<file path="config.mk">
export PLATFORM = sky130hd
export DESIGN_NAME = fail_safe_mode_controller
export DESIGN_NICKNAME = d
export VERILOG_FILES = /design/src/include/fsc_pkg.sv /design/src/verilog/fail_safe_mode_controller.sv
export VERILOG_INCLUDE_DIRS = /design/src /design/src/include
export SDC_FILE = /design/constraint.sdc
export NUM_CORES = 1
export LEC_CHECK = 0
export BUFFER_PORTS_ARGS = -buffer_cell sky130_fd_sc_hd__buf_4
export CORE_MARGIN = 10
export CORE_UTILIZATION = 59
export CTS_CLUSTER_DIAMETER = 120
export DETAILED_ROUTE_END_ITERATION = 16
export MAX_ROUTING_LAYER = met4
export PLACE_DENSITY = 0.81
export SLEW_MARGIN = 20
export SYNTH_ARGS = -nofsm -noshare
export SYNTH_HDL_FRONTEND = slang
export SYNTH_SLANG_ARGS = --single-unit
export TNS_END_PERCENT = 10
</file>
<file path="constraint.sdc">
create_clock -name clk_sys_in -period 4.9 [get_ports clk_sys_in]
set_input_delay 0.98 -clock clk_sys_in [delete_from_list [all_inputs] [get_ports clk_sys_in]]
set_output_delay 0.98 -clock clk_sys_in [all_outputs]
set_load 0.005 [all_outputs]
</file>
<file path="src/include/fsc_map.svh">
// Constants of the fail-safe mode controller
`ifndef FSC_MAP_SVH
`define FSC_MAP_SVH
`define ADDR_MODE 5'h00
`define ADDR_CONFIG 5'h04
`define ADDR_WD_TRIG 5'h08
`define ADDR_STATUS 5'h0C
`define ADDR_INT_ACK 5'h10
`define CFG_RESET 8'h00
`define CODE_NORMAL 3'h5
`define CODE_FLASH 3'h3
`define CODE_STANDBY 3'h4
`define CODE_SEQ_A 3'h7
`define CODE_SEQ_B 3'h1
`define CODE_FLASH_SERVE 3'h7
`define CODE_FLASH_LEAVE 3'h6
`define CLK_MHZ 20
`define RST_SHORT_US 1000
`define RST_LONG_US 20000
`define WD_INIT_US 64000
`define WD_PERIOD_US 32000
`define INT_LIMIT_US 2000
`define RESTART_DELAY_US 10000
`define CYC_PERIOD_US 16000
`define CYC_ON_US 500
`endif

</file>
<file path="src/include/fsc_pkg.sv">
// Types of the fail-safe mode controller
package fsc_pkg;
  typedef enum logic [3:0] {
    ST_STARTUP_RST = 4'h0,
    ST_STARTUP_WAIT = 4'h1,
    ST_RESTART_RST = 4'h3,
    ST_RESTART_WAIT = 4'h2,
    ST_NORMAL = 4'h6,
    ST_STANDBY = 4'h7,
    ST_FLASH = 4'h5,
    ST_FAILSAFE = 4'h4,
    ST_FS_DELAY = 4'hC
  } mode_state_t;
  typedef enum logic [3:0] {
    CAUSE_POWER_ON = 4'h0,
    CAUSE_WAKE = 4'h1,
    CAUSE_WATCHDOG = 4'h2,
    CAUSE_INT_TIMEOUT = 4'h3,
    CAUSE_EXTERNAL = 4'h4,
    CAUSE_FLASH_ENTRY = 4'h6,
    CAUSE_FLASH_EXIT = 4'h7,
    CAUSE_ILLEGAL_MODE = 4'h8
  } cause_t;
  typedef struct packed {
    logic v3_on;
    logic v3_cyclic;
    logic local_cyclic;
    logic inh_level;
    logic inh_drive;
    logic en_bit;
    logic can_medium_control;
    logic rls;
  } cfg_t;
  typedef struct packed {
    logic can;
    logic lin;
    logic loc_level;
  } wake_t;
endpackage

</file>
<file path="src/verilog/fail_safe_mode_controller.sv">
// Fail-safe operating mode state machine with Avalon-MM registers
`timescale 1ns/1ps
`default_nettype none
`include "fsc_map.svh"
module fail_safe_mode_controller #(
  parameter int TW = 24,
  parameter int RST_SHORT_CYC = `RST_SHORT_US * `CLK_MHZ,
  parameter int RST_LONG_CYC = `RST_LONG_US * `CLK_MHZ,
  parameter int WD_INIT_CYC = `WD_INIT_US * `CLK_MHZ,
  parameter int WD_PERIOD_CYC = `WD_PERIOD_US * `CLK_MHZ,
  parameter int INT_LIMIT_CYC = `INT_LIMIT_US * `CLK_MHZ,
  parameter int RESTART_DELAY_CYC = `RESTART_DELAY_US * `CLK_MHZ,
  parameter int CYC_PERIOD_CYC = `CYC_PERIOD_US * `CLK_MHZ,
  parameter int CYC_ON_CYC = `CYC_ON_US * `CLK_MHZ
) (
  // Clock and reset
  input wire logic clk_sys_in,
  input wire logic reset_n_in,
  // Avalon-MM slave
  input wire logic [4:0] avs_address_in,
  input wire logic avs_read_in,
  input wire logic avs_write_in,
  input wire logic [31:0] avs_writedata_in,
  output logic [31:0] avs_readdata_out,
  output logic avs_waitrequest_out,
  // Events
  input wire fsc_pkg::wake_t wake_in,
  input wire logic osc_ok_in,
  input wire logic severe_fault_in,
  input wire logic host_supply_ok_in,
  input wire logic ext_reset_req_in,
  input wire logic int_raise_in,
  // Host and system outputs
  output logic host_reset_out_low,
  output logic host_supply_en_out,
  output logic can_active_out,
  output logic enable_out,
  output logic inhibit_limp_output_out,
  output logic inhibit_limp_output_oe_out,
  output logic switched_battery_output_out,
  output fsc_pkg::mode_state_t mode_state_out
);

  // ************************************************
  // Declarations
  // ************************************************
  fsc_pkg::mode_state_t state_q;
  fsc_pkg::mode_state_t state_d;
  fsc_pkg::cause_t cause_q;
  fsc_pkg::cause_t rst_cause;
  fsc_pkg::cfg_t cfg_q;
  logic rst_evt;
  logic wait_q;
  logic wr_take;
  logic rd_take;
  logic mode_wr;
  logic [2:0] mode_code;
  logic wd_trig;
  logic [TW-1:0] tmr_q;
  logic [TW-1:0] tmr_lim;
  logic tmr_done;
  logic [TW-1:0] wd_q;
  logic wd_fail;
  logic [TW-1:0] int_cnt_q;
  logic int_busy_q;
  logic int_expired;
  logic long_q;
  logic flash_armed_q;
  logic [1:0] seq_q;
  logic seq_done;
  logic [TW-1:0] cyc_q;
  logic smp_q;
  logic smp_prev_q;
  logic local_evt;
  logic wake_any;
  logic in_reset_states;

  // ************************************************
  // Avalon-MM slave
  // ************************************************
  assign wr_take = avs_write_in & ~wait_q;
  assign rd_take = avs_read_in & ~wait_q;
  assign mode_wr = wr_take & (avs_address_in == `ADDR_MODE);
  assign mode_code = avs_writedata_in[2:0];
  assign wd_trig = wr_take & (avs_address_in == `ADDR_WD_TRIG);

  always_ff @(posedge clk_sys_in or negedge reset_n_in) begin
    if (!reset_n_in) begin
      wait_q <= 1'b1;
    end else if (!wait_q) begin
      wait_q <= 1'b1;
    end else if (avs_read_in | avs_write_in) begin
      wait_q <= 1'b0;
    end
  end

  assign avs_waitrequest_out = wait_q;

  always_ff @(posedge clk_sys_in or negedge reset_n_in) begin
    if (!reset_n_in) begin
      avs_readdata_out <= 32'h0000_0000;
    end else if (wait_q & avs_read_in) begin
      case (avs_address_in)
        `ADDR_CONFIG: avs_readdata_out <= {24'h00_0000, cfg_q};
        `ADDR_STATUS: avs_readdata_out <= {22'h0, int_busy_q, flash_armed_q, cause_q, state_q};
        default: avs_readdata_out <= 32'h0000_0000;
      endcase
    end
  end

  always_ff @(posedge clk_sys_in or negedge reset_n_in) begin
    if (!reset_n_in) begin
      cfg_q <= `CFG_RESET;
    end else if (wr_take & (avs_address_in == `ADDR_CONFIG)) begin
      cfg_q <= avs_writedata_in[7:0];
    end else if (rst_evt | (state_d == fsc_pkg::ST_NORMAL && state_q != fsc_pkg::ST_NORMAL)) begin
      cfg_q.can_medium_control <= 1'b0;
    end
  end

  // ************************************************
  // Local event sampling and switched battery
  // ************************************************
  always_ff @(posedge clk_sys_in or negedge reset_n_in) begin
    if (!reset_n_in) begin
      cyc_q <= '0;
    end else if (cyc_q == TW'(CYC_PERIOD_CYC - 1)) begin
      cyc_q <= '0;
    end else begin
      cyc_q <= cyc_q + 1'b1;
    end
  end

  always_ff @(posedge clk_sys_in or negedge reset_n_in) begin
    if (!reset_n_in) begin
      smp_q <= 1'b1;
      smp_prev_q <= 1'b1;
    end else if (!cfg_q.local_cyclic || cyc_q == TW'(CYC_ON_CYC - 1)) begin
      smp_q <= wake_in.loc_level;
      smp_prev_q <= smp_q;
    end
  end

  assign local_evt = smp_prev_q & ~smp_q;
  assign wake_any = wake_in.can | wake_in.lin | local_evt;

  always_ff @(posedge clk_sys_in or negedge reset_n_in) begin
    if (!reset_n_in) begin
      switched_battery_output_out <= 1'b0;
    end else begin
      switched_battery_output_out <= cfg_q.v3_on & (~cfg_q.v3_cyclic | (cyc_q < TW'(CYC_ON_CYC)));
    end
  end

  // ************************************************
  // Mode timer
  // ************************************************
  always_comb begin
    case (state_q)
      fsc_pkg::ST_STARTUP_RST: tmr_lim = (long_q | cfg_q.rls) ? TW'(RST_LONG_CYC) : TW'(RST_SHORT_CYC);
      fsc_pkg::ST_RESTART_RST: tmr_lim = TW'(RST_LONG_CYC);
      fsc_pkg::ST_STARTUP_WAIT: tmr_lim = TW'(WD_INIT_CYC);
      fsc_pkg::ST_RESTART_WAIT: tmr_lim = TW'(WD_INIT_CYC);
      fsc_pkg::ST_FS_DELAY: tmr_lim = TW'(RESTART_DELAY_CYC);
      fsc_pkg::ST_FLASH: tmr_lim = TW'(WD_PERIOD_CYC);
      default: tmr_lim = '1;
    endcase
  end

  assign tmr_done = (tmr_q == tmr_lim - 1'b1);

  always_ff @(posedge clk_sys_in or negedge reset_n_in) begin
    if (!reset_n_in) begin
      tmr_q <= '0;
    end else if (state_d != state_q || (state_q == fsc_pkg::ST_FLASH && mode_wr)) begin
      tmr_q <= '0;
    end else if (!tmr_done) begin
      tmr_q <= tmr_q + 1'b1;
    end
  end

  // ************************************************
  // Window watchdog and interrupt monitor
  // ************************************************
  assign wd_fail = (wd_trig & (wd_q < TW'(WD_PERIOD_CYC / 2))) | (wd_q == TW'(WD_PERIOD_CYC - 1));

  always_ff @(posedge clk_sys_in or negedge reset_n_in) begin
    if (!reset_n_in) begin
      wd_q <= '0;
    end else if (state_q != fsc_pkg::ST_NORMAL || wd_trig) begin
      wd_q <= '0;
    end else begin
      wd_q <= wd_q + 1'b1;
    end
  end

  assign int_expired = int_busy_q & (int_cnt_q == TW'(INT_LIMIT_CYC - 1));

  always_ff @(posedge clk_sys_in or negedge reset_n_in) begin
    if (!reset_n_in) begin
      int_busy_q <= 1'b0;
    end else if (state_q != fsc_pkg::ST_NORMAL) begin
      int_busy_q <= 1'b0;
    end else if (int_raise_in) begin
      int_busy_q <= 1'b1;
    end else if (rd_take & (avs_address_in == `ADDR_INT_ACK)) begin
      int_busy_q <= 1'b0;
    end
  end

  always_ff @(posedge clk_sys_in or negedge reset_n_in) begin
    if (!reset_n_in) begin
      int_cnt_q <= '0;
    end else if (!int_busy_q || int_expired) begin
      int_cnt_q <= '0;
    end else begin
      int_cnt_q <= int_cnt_q + 1'b1;
    end
  end

  // ************************************************
  // Flash entry sequence
  // ************************************************
  assign seq_done = mode_wr & (seq_q == 2'h2) & (mode_code == `CODE_SEQ_A);

  always_ff @(posedge clk_sys_in or negedge reset_n_in) begin
    if (!reset_n_in) begin
      seq_q <= 2'h0;
    end else if (state_q != fsc_pkg::ST_NORMAL || seq_done) begin
      seq_q <= 2'h0;
    end else if (mode_wr) begin
      if (mode_code == `CODE_SEQ_A) begin
        seq_q <= 2'h1;
      end else if (mode_code == `CODE_SEQ_B && seq_q == 2'h1) begin
        seq_q <= 2'h2;
      end else begin
        seq_q <= 2'h0;
      end
    end
  end

  always_ff @(posedge clk_sys_in or negedge reset_n_in) begin
    if (!reset_n_in) begin
      flash_armed_q <= 1'b0;
    end else if (rst_evt) begin
      flash_armed_q <= (rst_cause == fsc_pkg::CAUSE_FLASH_ENTRY);
    end else if (state_q == fsc_pkg::ST_STARTUP_WAIT && state_d != state_q) begin
      flash_armed_q <= 1'b0;
    end
  end

  // ************************************************
  // Mode state machine
  // ************************************************
  always_comb begin
    state_d = state_q;
    rst_evt = 1'b0;
    rst_cause = fsc_pkg::CAUSE_POWER_ON;
    if (!osc_ok_in || severe_fault_in) begin
      state_d = fsc_pkg::ST_FAILSAFE;
    end else if (ext_reset_req_in && state_q != fsc_pkg::ST_FAILSAFE && state_q != fsc_pkg::ST_FS_DELAY) begin
      rst_evt = 1'b1;
      rst_cause = fsc_pkg::CAUSE_EXTERNAL;
    end else begin
      case (state_q)
        fsc_pkg::ST_STARTUP_RST: begin
          if (tmr_done) begin
            state_d = fsc_pkg::ST_STARTUP_WAIT;
          end
        end
        fsc_pkg::ST_STARTUP_WAIT: begin
          if (mode_wr && mode_code == `CODE_NORMAL) begin
            state_d = fsc_pkg::ST_NORMAL;
          end else if (mode_wr && mode_code == `CODE_FLASH && flash_armed_q) begin
            state_d = fsc_pkg::ST_FLASH;
          end else if (mode_wr || tmr_done) begin
            state_d = fsc_pkg::ST_RESTART_RST;
          end
        end
        fsc_pkg::ST_RESTART_RST: begin
          if (tmr_done) begin
            state_d = host_supply_ok_in ? fsc_pkg::ST_RESTART_WAIT : fsc_pkg::ST_FAILSAFE;
          end
        end
        fsc_pkg::ST_RESTART_WAIT: begin
          if (mode_wr && mode_code == `CODE_NORMAL) begin
            state_d = fsc_pkg::ST_NORMAL;
          end else if (mode_wr || tmr_done || !host_supply_ok_in) begin
            state_d = fsc_pkg::ST_FAILSAFE;
          end
        end
        fsc_pkg::ST_NORMAL: begin
          if (wd_fail) begin
            rst_evt = 1'b1;
            rst_cause = fsc_pkg::CAUSE_WATCHDOG;
          end else if (int_expired) begin
            rst_evt = 1'b1;
            rst_cause = fsc_pkg::CAUSE_INT_TIMEOUT;
          end else if (seq_done) begin
            rst_evt = 1'b1;
            rst_cause = fsc_pkg::CAUSE_FLASH_ENTRY;
          end else if (mode_wr && mode_code == `CODE_STANDBY) begin
            state_d = fsc_pkg::ST_STANDBY;
          end
        end
        fsc_pkg::ST_STANDBY: begin
          if (wake_any) begin
            rst_evt = 1'b1;
            rst_cause = fsc_pkg::CAUSE_WAKE;
          end
        end
        fsc_pkg::ST_FLASH: begin
          if (mode_wr && mode_code == `CODE_FLASH_LEAVE) begin
            rst_evt = 1'b1;
            rst_cause = fsc_pkg::CAUSE_FLASH_EXIT;
          end else if (mode_wr && mode_code != `CODE_FLASH_SERVE) begin
            rst_evt = 1'b1;
            rst_cause = fsc_pkg::CAUSE_ILLEGAL_MODE;
          end else if (!mode_wr && tmr_done) begin
            rst_evt = 1'b1;
            rst_cause = fsc_pkg::CAUSE_WATCHDOG;
          end
        end
        fsc_pkg::ST_FAILSAFE: begin
          if (wake_any) begin
            state_d = fsc_pkg::ST_FS_DELAY;
          end
        end
        fsc_pkg::ST_FS_DELAY: begin
          if (tmr_done) begin
            rst_evt = 1'b1;
            rst_cause = fsc_pkg::CAUSE_WAKE;
          end
        end
        default: begin
          rst_evt = 1'b1;
        end
      endcase
    end
    if (rst_evt) begin
      state_d = fsc_pkg::ST_STARTUP_RST;
    end
  end

  always_ff @(posedge clk_sys_in or negedge reset_n_in) begin
    if (!reset_n_in) begin
      state_q <= fsc_pkg::ST_STARTUP_RST;
    end else begin
      state_q <= state_d;
    end
  end

  always_ff @(posedge clk_sys_in or negedge reset_n_in) begin
    if (!reset_n_in) begin
      cause_q <= fsc_pkg::CAUSE_POWER_ON;
    end else if (rst_evt) begin
      cause_q <= rst_cause;
    end
  end

  always_ff @(posedge clk_sys_in or negedge reset_n_in) begin
    if (!reset_n_in) begin
      long_q <= 1'b0;
    end else if (state_d == fsc_pkg::ST_RESTART_RST || state_d == fsc_pkg::ST_FS_DELAY) begin
      long_q <= 1'b1;
    end else if (state_d == fsc_pkg::ST_NORMAL) begin
      long_q <= 1'b0;
    end
  end

  // ************************************************
  // Outputs
  // ************************************************
  assign in_reset_states = (state_d == fsc_pkg::ST_STARTUP_RST) || (state_d == fsc_pkg::ST_RESTART_RST) ||
                           (state_d == fsc_pkg::ST_FAILSAFE) || (state_d == fsc_pkg::ST_FS_DELAY);

  always_ff @(posedge clk_sys_in or negedge reset_n_in) begin
    if (!reset_n_in) begin
      host_reset_out_low <= 1'b0;
      host_supply_en_out <= 1'b1;
      can_active_out <= 1'b0;
      enable_out <= 1'b0;
      inhibit_limp_output_out <= 1'b0;
      inhibit_limp_output_oe_out <= 1'b0;
      mode_state_out <= fsc_pkg::ST_STARTUP_RST;
    end else begin
      host_reset_out_low <= ~in_reset_states;
      host_supply_en_out <= (state_d != fsc_pkg::ST_FAILSAFE) && (state_d != fsc_pkg::ST_FS_DELAY);
      can_active_out <= (state_d == fsc_pkg::ST_NORMAL) & (state_q == fsc_pkg::ST_NORMAL) & cfg_q.can_medium_control;
      enable_out <= (state_d == fsc_pkg::ST_NORMAL) & cfg_q.en_bit;
      inhibit_limp_output_out <= cfg_q.inh_level;
      inhibit_limp_output_oe_out <= (state_d == fsc_pkg::ST_NORMAL) & cfg_q.inh_drive;
      mode_state_out <= state_d;
    end
  end
endmodule
`default_nettype wire

</file>
==> reports/metrics.yaml, run 1 <==
outcome:
  status: "finished, final reports clean"
synthesis:
  synth_area_leaders: "dfrtp_1 (43%), xor2_1 (5.4%), xnor2_1 (4.5%)"
  synthDominantCellAreaShare: 0.4310
  synthXorXnorAreaFrac: 0.1027
  synthAdderAreaFrac: 0.008101
  synth-compound-area-share: 0.09997
  synth_top_family_by_area: "simple AND/OR/NAND/NOR gates"
  synth-edff-count: 0
  synth_top_cell_by_area: "dfrtp_1"
  ys.warnings.count: 0
  synthMuxAreaShare: 0.02868
  yosysMostFrequentCell: "dfrtp_1"
  synth-simple-area-share: 0.2675
  ys_dominant_reg_cell: "dfrtp_1"
  avgSynthCellArea_sq_um: 9.349
  async_flop_share: 1.000
  syn-instance-count: 826
  synth_common_cells: "dfrtp_1 (133), nor2_1 (88), nand2_1 (86), xor2_1 (48), nand3_1 (45)"
  syn_area_sq_um: 7722
  synth-seq-cells: 137
  synth.distinct_cells: 75
  seq_area_frac_synth: 0.4446
placement:
  hpwl_mm: 13.22
  io_buffers: 46
  dp_slack_ns: 0.7861
  gp_congestion: 0.9446
floorplanning:
  fp.dieH_um: 134.4
  die_area_sq_um: 18060
  row_count: 41
  ios: 93
  die_w_um: 134.4
  start_util: 0.6070
  coreArea_sq_um: 12720
clock_network:
  clk_pin_slew_ns: 0.06
  post_cts_resized: 0
  numCtsBuffers: 17
  cts_tree: "yes"
  clock_sinks: 137
  cts_max_path_buffers: 2
  cts_hold_buffers: 0
  cts_setup_buffers: 0
  h-tree-depth: 4
  ctsRootBufferMaster: "clkbuf_16"
  clock_latency_ns: 0.43
sta:
  slew_headroom: 0.5095
  finalSetupViolCount: 0
  period_minus_slack_ns: 4.202
  fmax_mhz: 238.0
  finalClockSkew_ns: 0.01052
  hold_viol_final: 0
  rsz0062_at_grt: "false"
  finalMaxSlewViolations: 0
  fin_tns_setup_ns: 0
  worst_pin_slew_ns: 0.7340
  min_period_over_period: 0.8576
  finalWorstSetupSlack_ns: 0.6977
finish:
  area_delta_synth_final_pct: 14.53
  nets: 931
  antennaDiodeCount: 0
  drive_above_1_share: 0.1640
worst_setup_path:
  crit_required_ns: 5.19
  crit_chain: "nor2_1 -> nand3_1 -> and2_1 -> ha_1 -> xor2_1 -> a211oi_1 -> o31ai_1 -> nor4_4 -> buf_4 -> a41oi_1 -> nor4b_1 -> a211oi_2 -> a311oi_1 -> o21ai_0"
  cp.arrival_ns: 4.50
  cpMaxStageDelayCell: "dfrtp_1"
  slowest_delay_ns: 0.55
  cp-start-kind: "register"
  end_kind: "register"
  crit_type: "register to register"
  crit_fanout: 12
route:
  drt_iter0_drc: 556
  routed_wl_mm: 18.31
  num_vias: 6330
  viasPerCell: 5.960
  wl_per_cell_um: 17.24
  firstDrtPassIters: 5
  drc: 0
  ant_nets: 0
power:
  sw_frac_of_total: 0.2769
  combPwrFrac: 0.165
  internal-power_uw: 2254
  power_density_nw_per_um2: 352.4
  leakagePower_uw: 0.003835
  vdd_drop_max_v: 0.0002665
  pwr-share-clk: 0.438
  netSwitchingPower_uw: 863.1
  pwr-share-seq: 0.398
  power_uw: 3117
grt:
  grt_pass1_vias: 6585
  grt_overflow: 0
  antenna_found_initial: 0
  grt_max_degree: 81
  grt_pass1_wl_mm: 31.71
  track_usage: 0.2185
flow_run:
  drv_cap: 0
hold_path:
  hold_path_class: "register to register"
[sequential cells by signal (all words and copies together), names as in the netlist, 2 cells and up]
signal	count
avs_readdata_out	10
cause_q	4
cfg_q	8
cyc_q	24
int_cnt_q	24
mode_state_out	4
seq_q	2
tmr_q	24
wd_q	24
[power groups by stage]
stage | clock, uW | sequential [uW] | combinational [uW]
floorplan | 0 | 1240 | 368
global route | 1440 | 1250 | 568
detailed placement | 0 | 1260 | 507
global placement | 0 | 1260 | 494
CTS | 1380 | 1240 | 510
finish | 1360 | 1240 | 513
[routing by layer]
layer / global-route usage / part of all wire / up-vias
met1: 0.2679 / 0.43 / 3103
li1: - / - / 2975
met2: 0.3356 / 0.47 / 218
met4: 0.08827 / 0.021 / 0
met3: 0.05975 / 0.071 / 34
met5: - / 0 / -
[cell families after synthesis]
logic type	count (synthesis)
and+or+nand+nor	388
xor gates and xnor gates	89
muxes	21
AOI/OAI and AO/OA	117
other	1
adders and majority gates	5
buffers and inverters	68
DFF	137
[worst max-delay path: cells and delay by family, from the launching register on]
| family | cells | cell delay [ns] |
|---|---|---|
| AND/OR/NAND/NOR | 5 | 1.68 |
| AO/OA/AOI/OAI | 6 | 1.17 |
| flip-flops | 1 | 0.55 |
| adder cells (fa/ha/maj) | 1 | 0.25 |
| buffers and inverters | 1 | 0.24 |
| XOR/XNOR | 1 | 0.18 |
[path summary, 6_finish.rpt]
kind                            slack, ns                         from  cells after the start                                    end
worst max-delay path                 0.70  mode_state_out[1]$_DFF_PN0_                     14              flash_armed_q$_DFFE_PN0P_
worst min-delay path                 0.41         cfg_q[4]$_DFFE_PN0P_                      0      inhibit_limp_output_out$_DFF_PN0_
worst max register to register       0.70  mode_state_out[1]$_DFF_PN0_                     14              flash_armed_q$_DFFE_PN0P_
worst min register to register       0.41         cfg_q[4]$_DFFE_PN0P_                      0      inhibit_limp_output_out$_DFF_PN0_
max in group asynchronous            3.40                   reset_n_in                      3          avs_waitrequest_out$_DFF_PN1_
min in group asynchronous            0.44                   reset_n_in                      1  switched_battery_output_out$_DFF_PN0_
[through the flow]
stage          cell area (sq um)  cells  hold slack [ns]    util
3_5_place_dp                8184   1029           0.3967  0.6433
3_3_place_gp                8184   1029           0.3901  0.6433
6_report                    8845   1062           0.4068  0.6952
4_1_cts                     8817   1061           0.4049  0.6931
2_1_floorplan               7801    847           0.3681       -
5_1_grt                     8845   1062           0.4312  0.6952
[area by class of cell]
type                       count  area, sq um
inverter                      16        60.06
clock buffer                  18        439.2
fill                         994         3877
sequential                   137         3433
clock inverter                14        193.9
multi-input combinational    642         3998
timing repair buffer          63        505.5
tap                          172        215.2
[layout by cell type, fill, tap and decap left out, types with 16 or more instances in the layout]
| cell type | n |
|---|---|
| xor2_1 | 48 |
| nor2_1 | 88 |
| xnor2_1 | 40 |
| o21ai_0 | 30 |
| nand2_1 | 86 |
| a21oi_1 | 30 |
| nor3_1 | 19 |
| nand3_1 | 45 |
| clkbuf_16 | 17 |
| nand4_1 | 18 |
| buf_4 | 61 |
| dfrtp_1 | 133 |
| conb_1 | 22 |
| and3_1 | 32 |
| nor2_2 | 20 |
| inv_1 | 16 |
(Power assumes the default switching activity.)
==> inputs of run 2 (changes only) <==
CORE_UTILIZATION = 63   (was 59)
PLACE_DENSITY = 0.85   (was 0.81)
clock period = 5.3 ns   (was 4.9 ns; I/O delays follow)
==> run 2 against run 1 <==
Via count shrank 0.35%. Global-route usage is 1.1 points higher. Sequential share of layout area is 0.92 points higher. First-iteration DRC count is 6.3% higher. Highest routed layer unchanged. Non-clock buffer count down 5. Critical path type unchanged. Critical path depth is the same. Hold slack better by 0.0081 ns.
==> reports/metrics.yaml, run 2 (synthesis gave the netlist of run 1 again) <==
finish:
  fillCellCount: 883  # -11%
  antennaDiodeCount: 0  # unchanged
  fin_util: 0.7194  # +0.02416
  drive_above_1_share: 0.1582  # -0.005853
  final_cell_count_no_fill: 1032  # -2.8%
  final_cell_mix: "dfrtp_1 (133), nor2_1 (88), nand2_1 (86), buf_4 (58), xor2_1 (48)"
  area_delta_synth_final_pct: 11.89
  layout_commonest_cell: "dfrtp_1"
  nets: 926  # -0.54%
worst_setup_path:
  cp-start-kind: "register"
  crit_required_ns: 5.61  # +0.42 ns
  slowest_delay_ns: 0.78  # +0.23 ns
  crit_chain: "nand4bb_1 -> buf_4 -> o211ai_1 -> and2_1 -> ha_1 -> xor2_1 -> nor4_1 -> o31ai_1 -> nor4_4 -> a31oi_1 -> nand2b_1 -> and2_1 -> and4b_1 -> and3_1"
  crit_type: "register to register"
  path_common_cell: "and2_1"
  cp.arrival_ns: 4.72  # +0.22 ns
  cpMaxStageDelayCell: "dfrtp_1"
  crit_fanout: 19  # +7
  end_kind: "register"
grt:
  grt_pass1_vias: 6306  # -4.2%
  antenna_found_initial: 0  # unchanged
  grt_pass1_wl_mm: 30.64  # -3.4%
  grt_overflow: 0  # unchanged
  grt_max_degree: 56  # -31%
  track_usage: 0.2295  # +0.01099
placement:
  dp.cells: 1000  # -2.8%
  dp_slack_ns: 1.026  # +0.2403 ns
  io_buffers: 46  # unchanged
  gp_congestion: 0.9355  # -0.96%
  hpwl_mm: 13.28  # +0.40%
route:
  firstDrtPassIters: 5  # unchanged
  wl_per_cell_um: 17.98  # +4.3%
  drt_iter0_drc: 591  # +6.3%
  num_vias: 6308  # -0.35%
  drc: 0  # unchanged
  viasPerCell: 6.112  # +2.5%
  routed_wl_mm: 18.55  # +1.3%
  ant_nets: 0  # unchanged
power:
  leakagePower_uw: 0.003753  # -2.1%
  vdd_drop_max_v: 0.0001974  # -26%
  power_density_nw_per_um2: 307.2  # -13%
floorplanning:
  row_count: 40  # -2.4%
  die_area_sq_um: 17090  # -5.4%
  start_util: 0.6429  # +0.03591
  coreArea_sq_um: 12010  # -5.6%
  fp.dieH_um: 130.7  # -2.7%
  die_w_um: 130.7  # -2.7%
  ios: 93  # unchanged
sta:
  finalSetupViolCount: 0  # unchanged
  min_period_over_period: 0.8311  # -0.02651
  rsz0062_at_grt: "false"
  fin_tns_setup_ns: 0  # unchanged
  fmax_mhz: 227.0  # -4.6%
  finalWorstSetupSlack_ns: 0.8952  # +0.1975 ns
  hold_viol_final: 0  # unchanged
  finalMaxSlewViolations: 0  # unchanged
  finalClockSkew_ns: 0.008042  # -0.002473 ns
  period_minus_slack_ns: 4.405  # +0.2025 ns
  worst_pin_slew_ns: 0.9523  # +0.2183 ns
  hold_slack_ns: 0.4149  # +0.008090 ns
  slew_headroom: 0.3560  # -0.1535
clock_network:
  clk_pin_slew_ns: 0.06  # about the same
  clock_latency_ns: 0.43  # about the same
  cts_max_path_buffers: 2  # unchanged
  cts_setup_buffers: 0  # unchanged
  ctsRootBufferMaster: "clkbuf_16"
  clock_sinks: 137  # unchanged
  h-tree-depth: 4  # unchanged
  numCtsBuffers: 17  # unchanged
  post_cts_resized: 0  # unchanged
  cts_tree: "yes"
  cts_hold_buffers: 0  # unchanged
outcome:
  status: "finished, final reports clean"
hold_path:
  hold_path_class: "register to register"
flow_run:
  drv_cap: 0  # unchanged
[run 2: metrics by stage]
step / cell area, sq um / total power [uW]
floorplan: 7801 / 1482
global placement: 8117 / 1595
detailed placement: 8117 / 1611
CTS: 8641 / 2661
global route: 8641 / 2772
finish: 8641 / 2654
[run 2: path summary, 6_finish.rpt]
kind	startpoint	endpoint	slack, ns	cells past startpoint
worst max-delay path	mode_state_out[3]$_DFF_PN0_	can_active_out$_DFF_PN0_	0.90	14
worst min-delay path	cfg_q[4]$_DFFE_PN0P_	inhibit_limp_output_out$_DFF_PN0_	0.41	0
worst max register to register	mode_state_out[3]$_DFF_PN0_	can_active_out$_DFF_PN0_	0.90	14
worst min register to register	cfg_q[4]$_DFFE_PN0P_	inhibit_limp_output_out$_DFF_PN0_	0.41	0
max in group asynchronous	reset_n_in	wd_q[16]$_DFF_PN0_	3.71	2
min in group asynchronous	reset_n_in	int_cnt_q[4]$_DFF_PN0_	0.55	1
[run 2: metal layers]
layer  GRT usage  up-vias  wire length, um
li1            -     2951                -
met3     0.04754       35             1173
met4     0.07652        0              348
met1      0.2823     3110             8073
met5           -        -                0
met2      0.3717      212             8956
[run 2: cell type report]
cell class	count	area [sq um]	share of cell area
inverters	16	60.06	0.006950
clock buffers	20	446.7	0.05169
multi-input cells	642	4004	0.4634
clock inverters	12	77.57	0.008978
repair buffers	58	435.4	0.05039
flip-flops and latches	137	3433	0.3973
well taps	147	183.9	0.02129
[run 2: worst max-delay path, delay by kind of cell, from the launching register on]
family | cells | cell delay (ns)
flops | 1 | 0.78
buf+inv | 1 | 0.20
xor+xnor | 1 | 0.12
fa+ha+maj | 1 | 0.28
compound gates | 3 | 0.55
simple gates | 8 | 2.34
[run 2: report_power, final]
group	internal [uW]	switching, uW	total (uW)
sequential	1090	58.8	1150
clock	605	445	1050
combinational	171	280	451
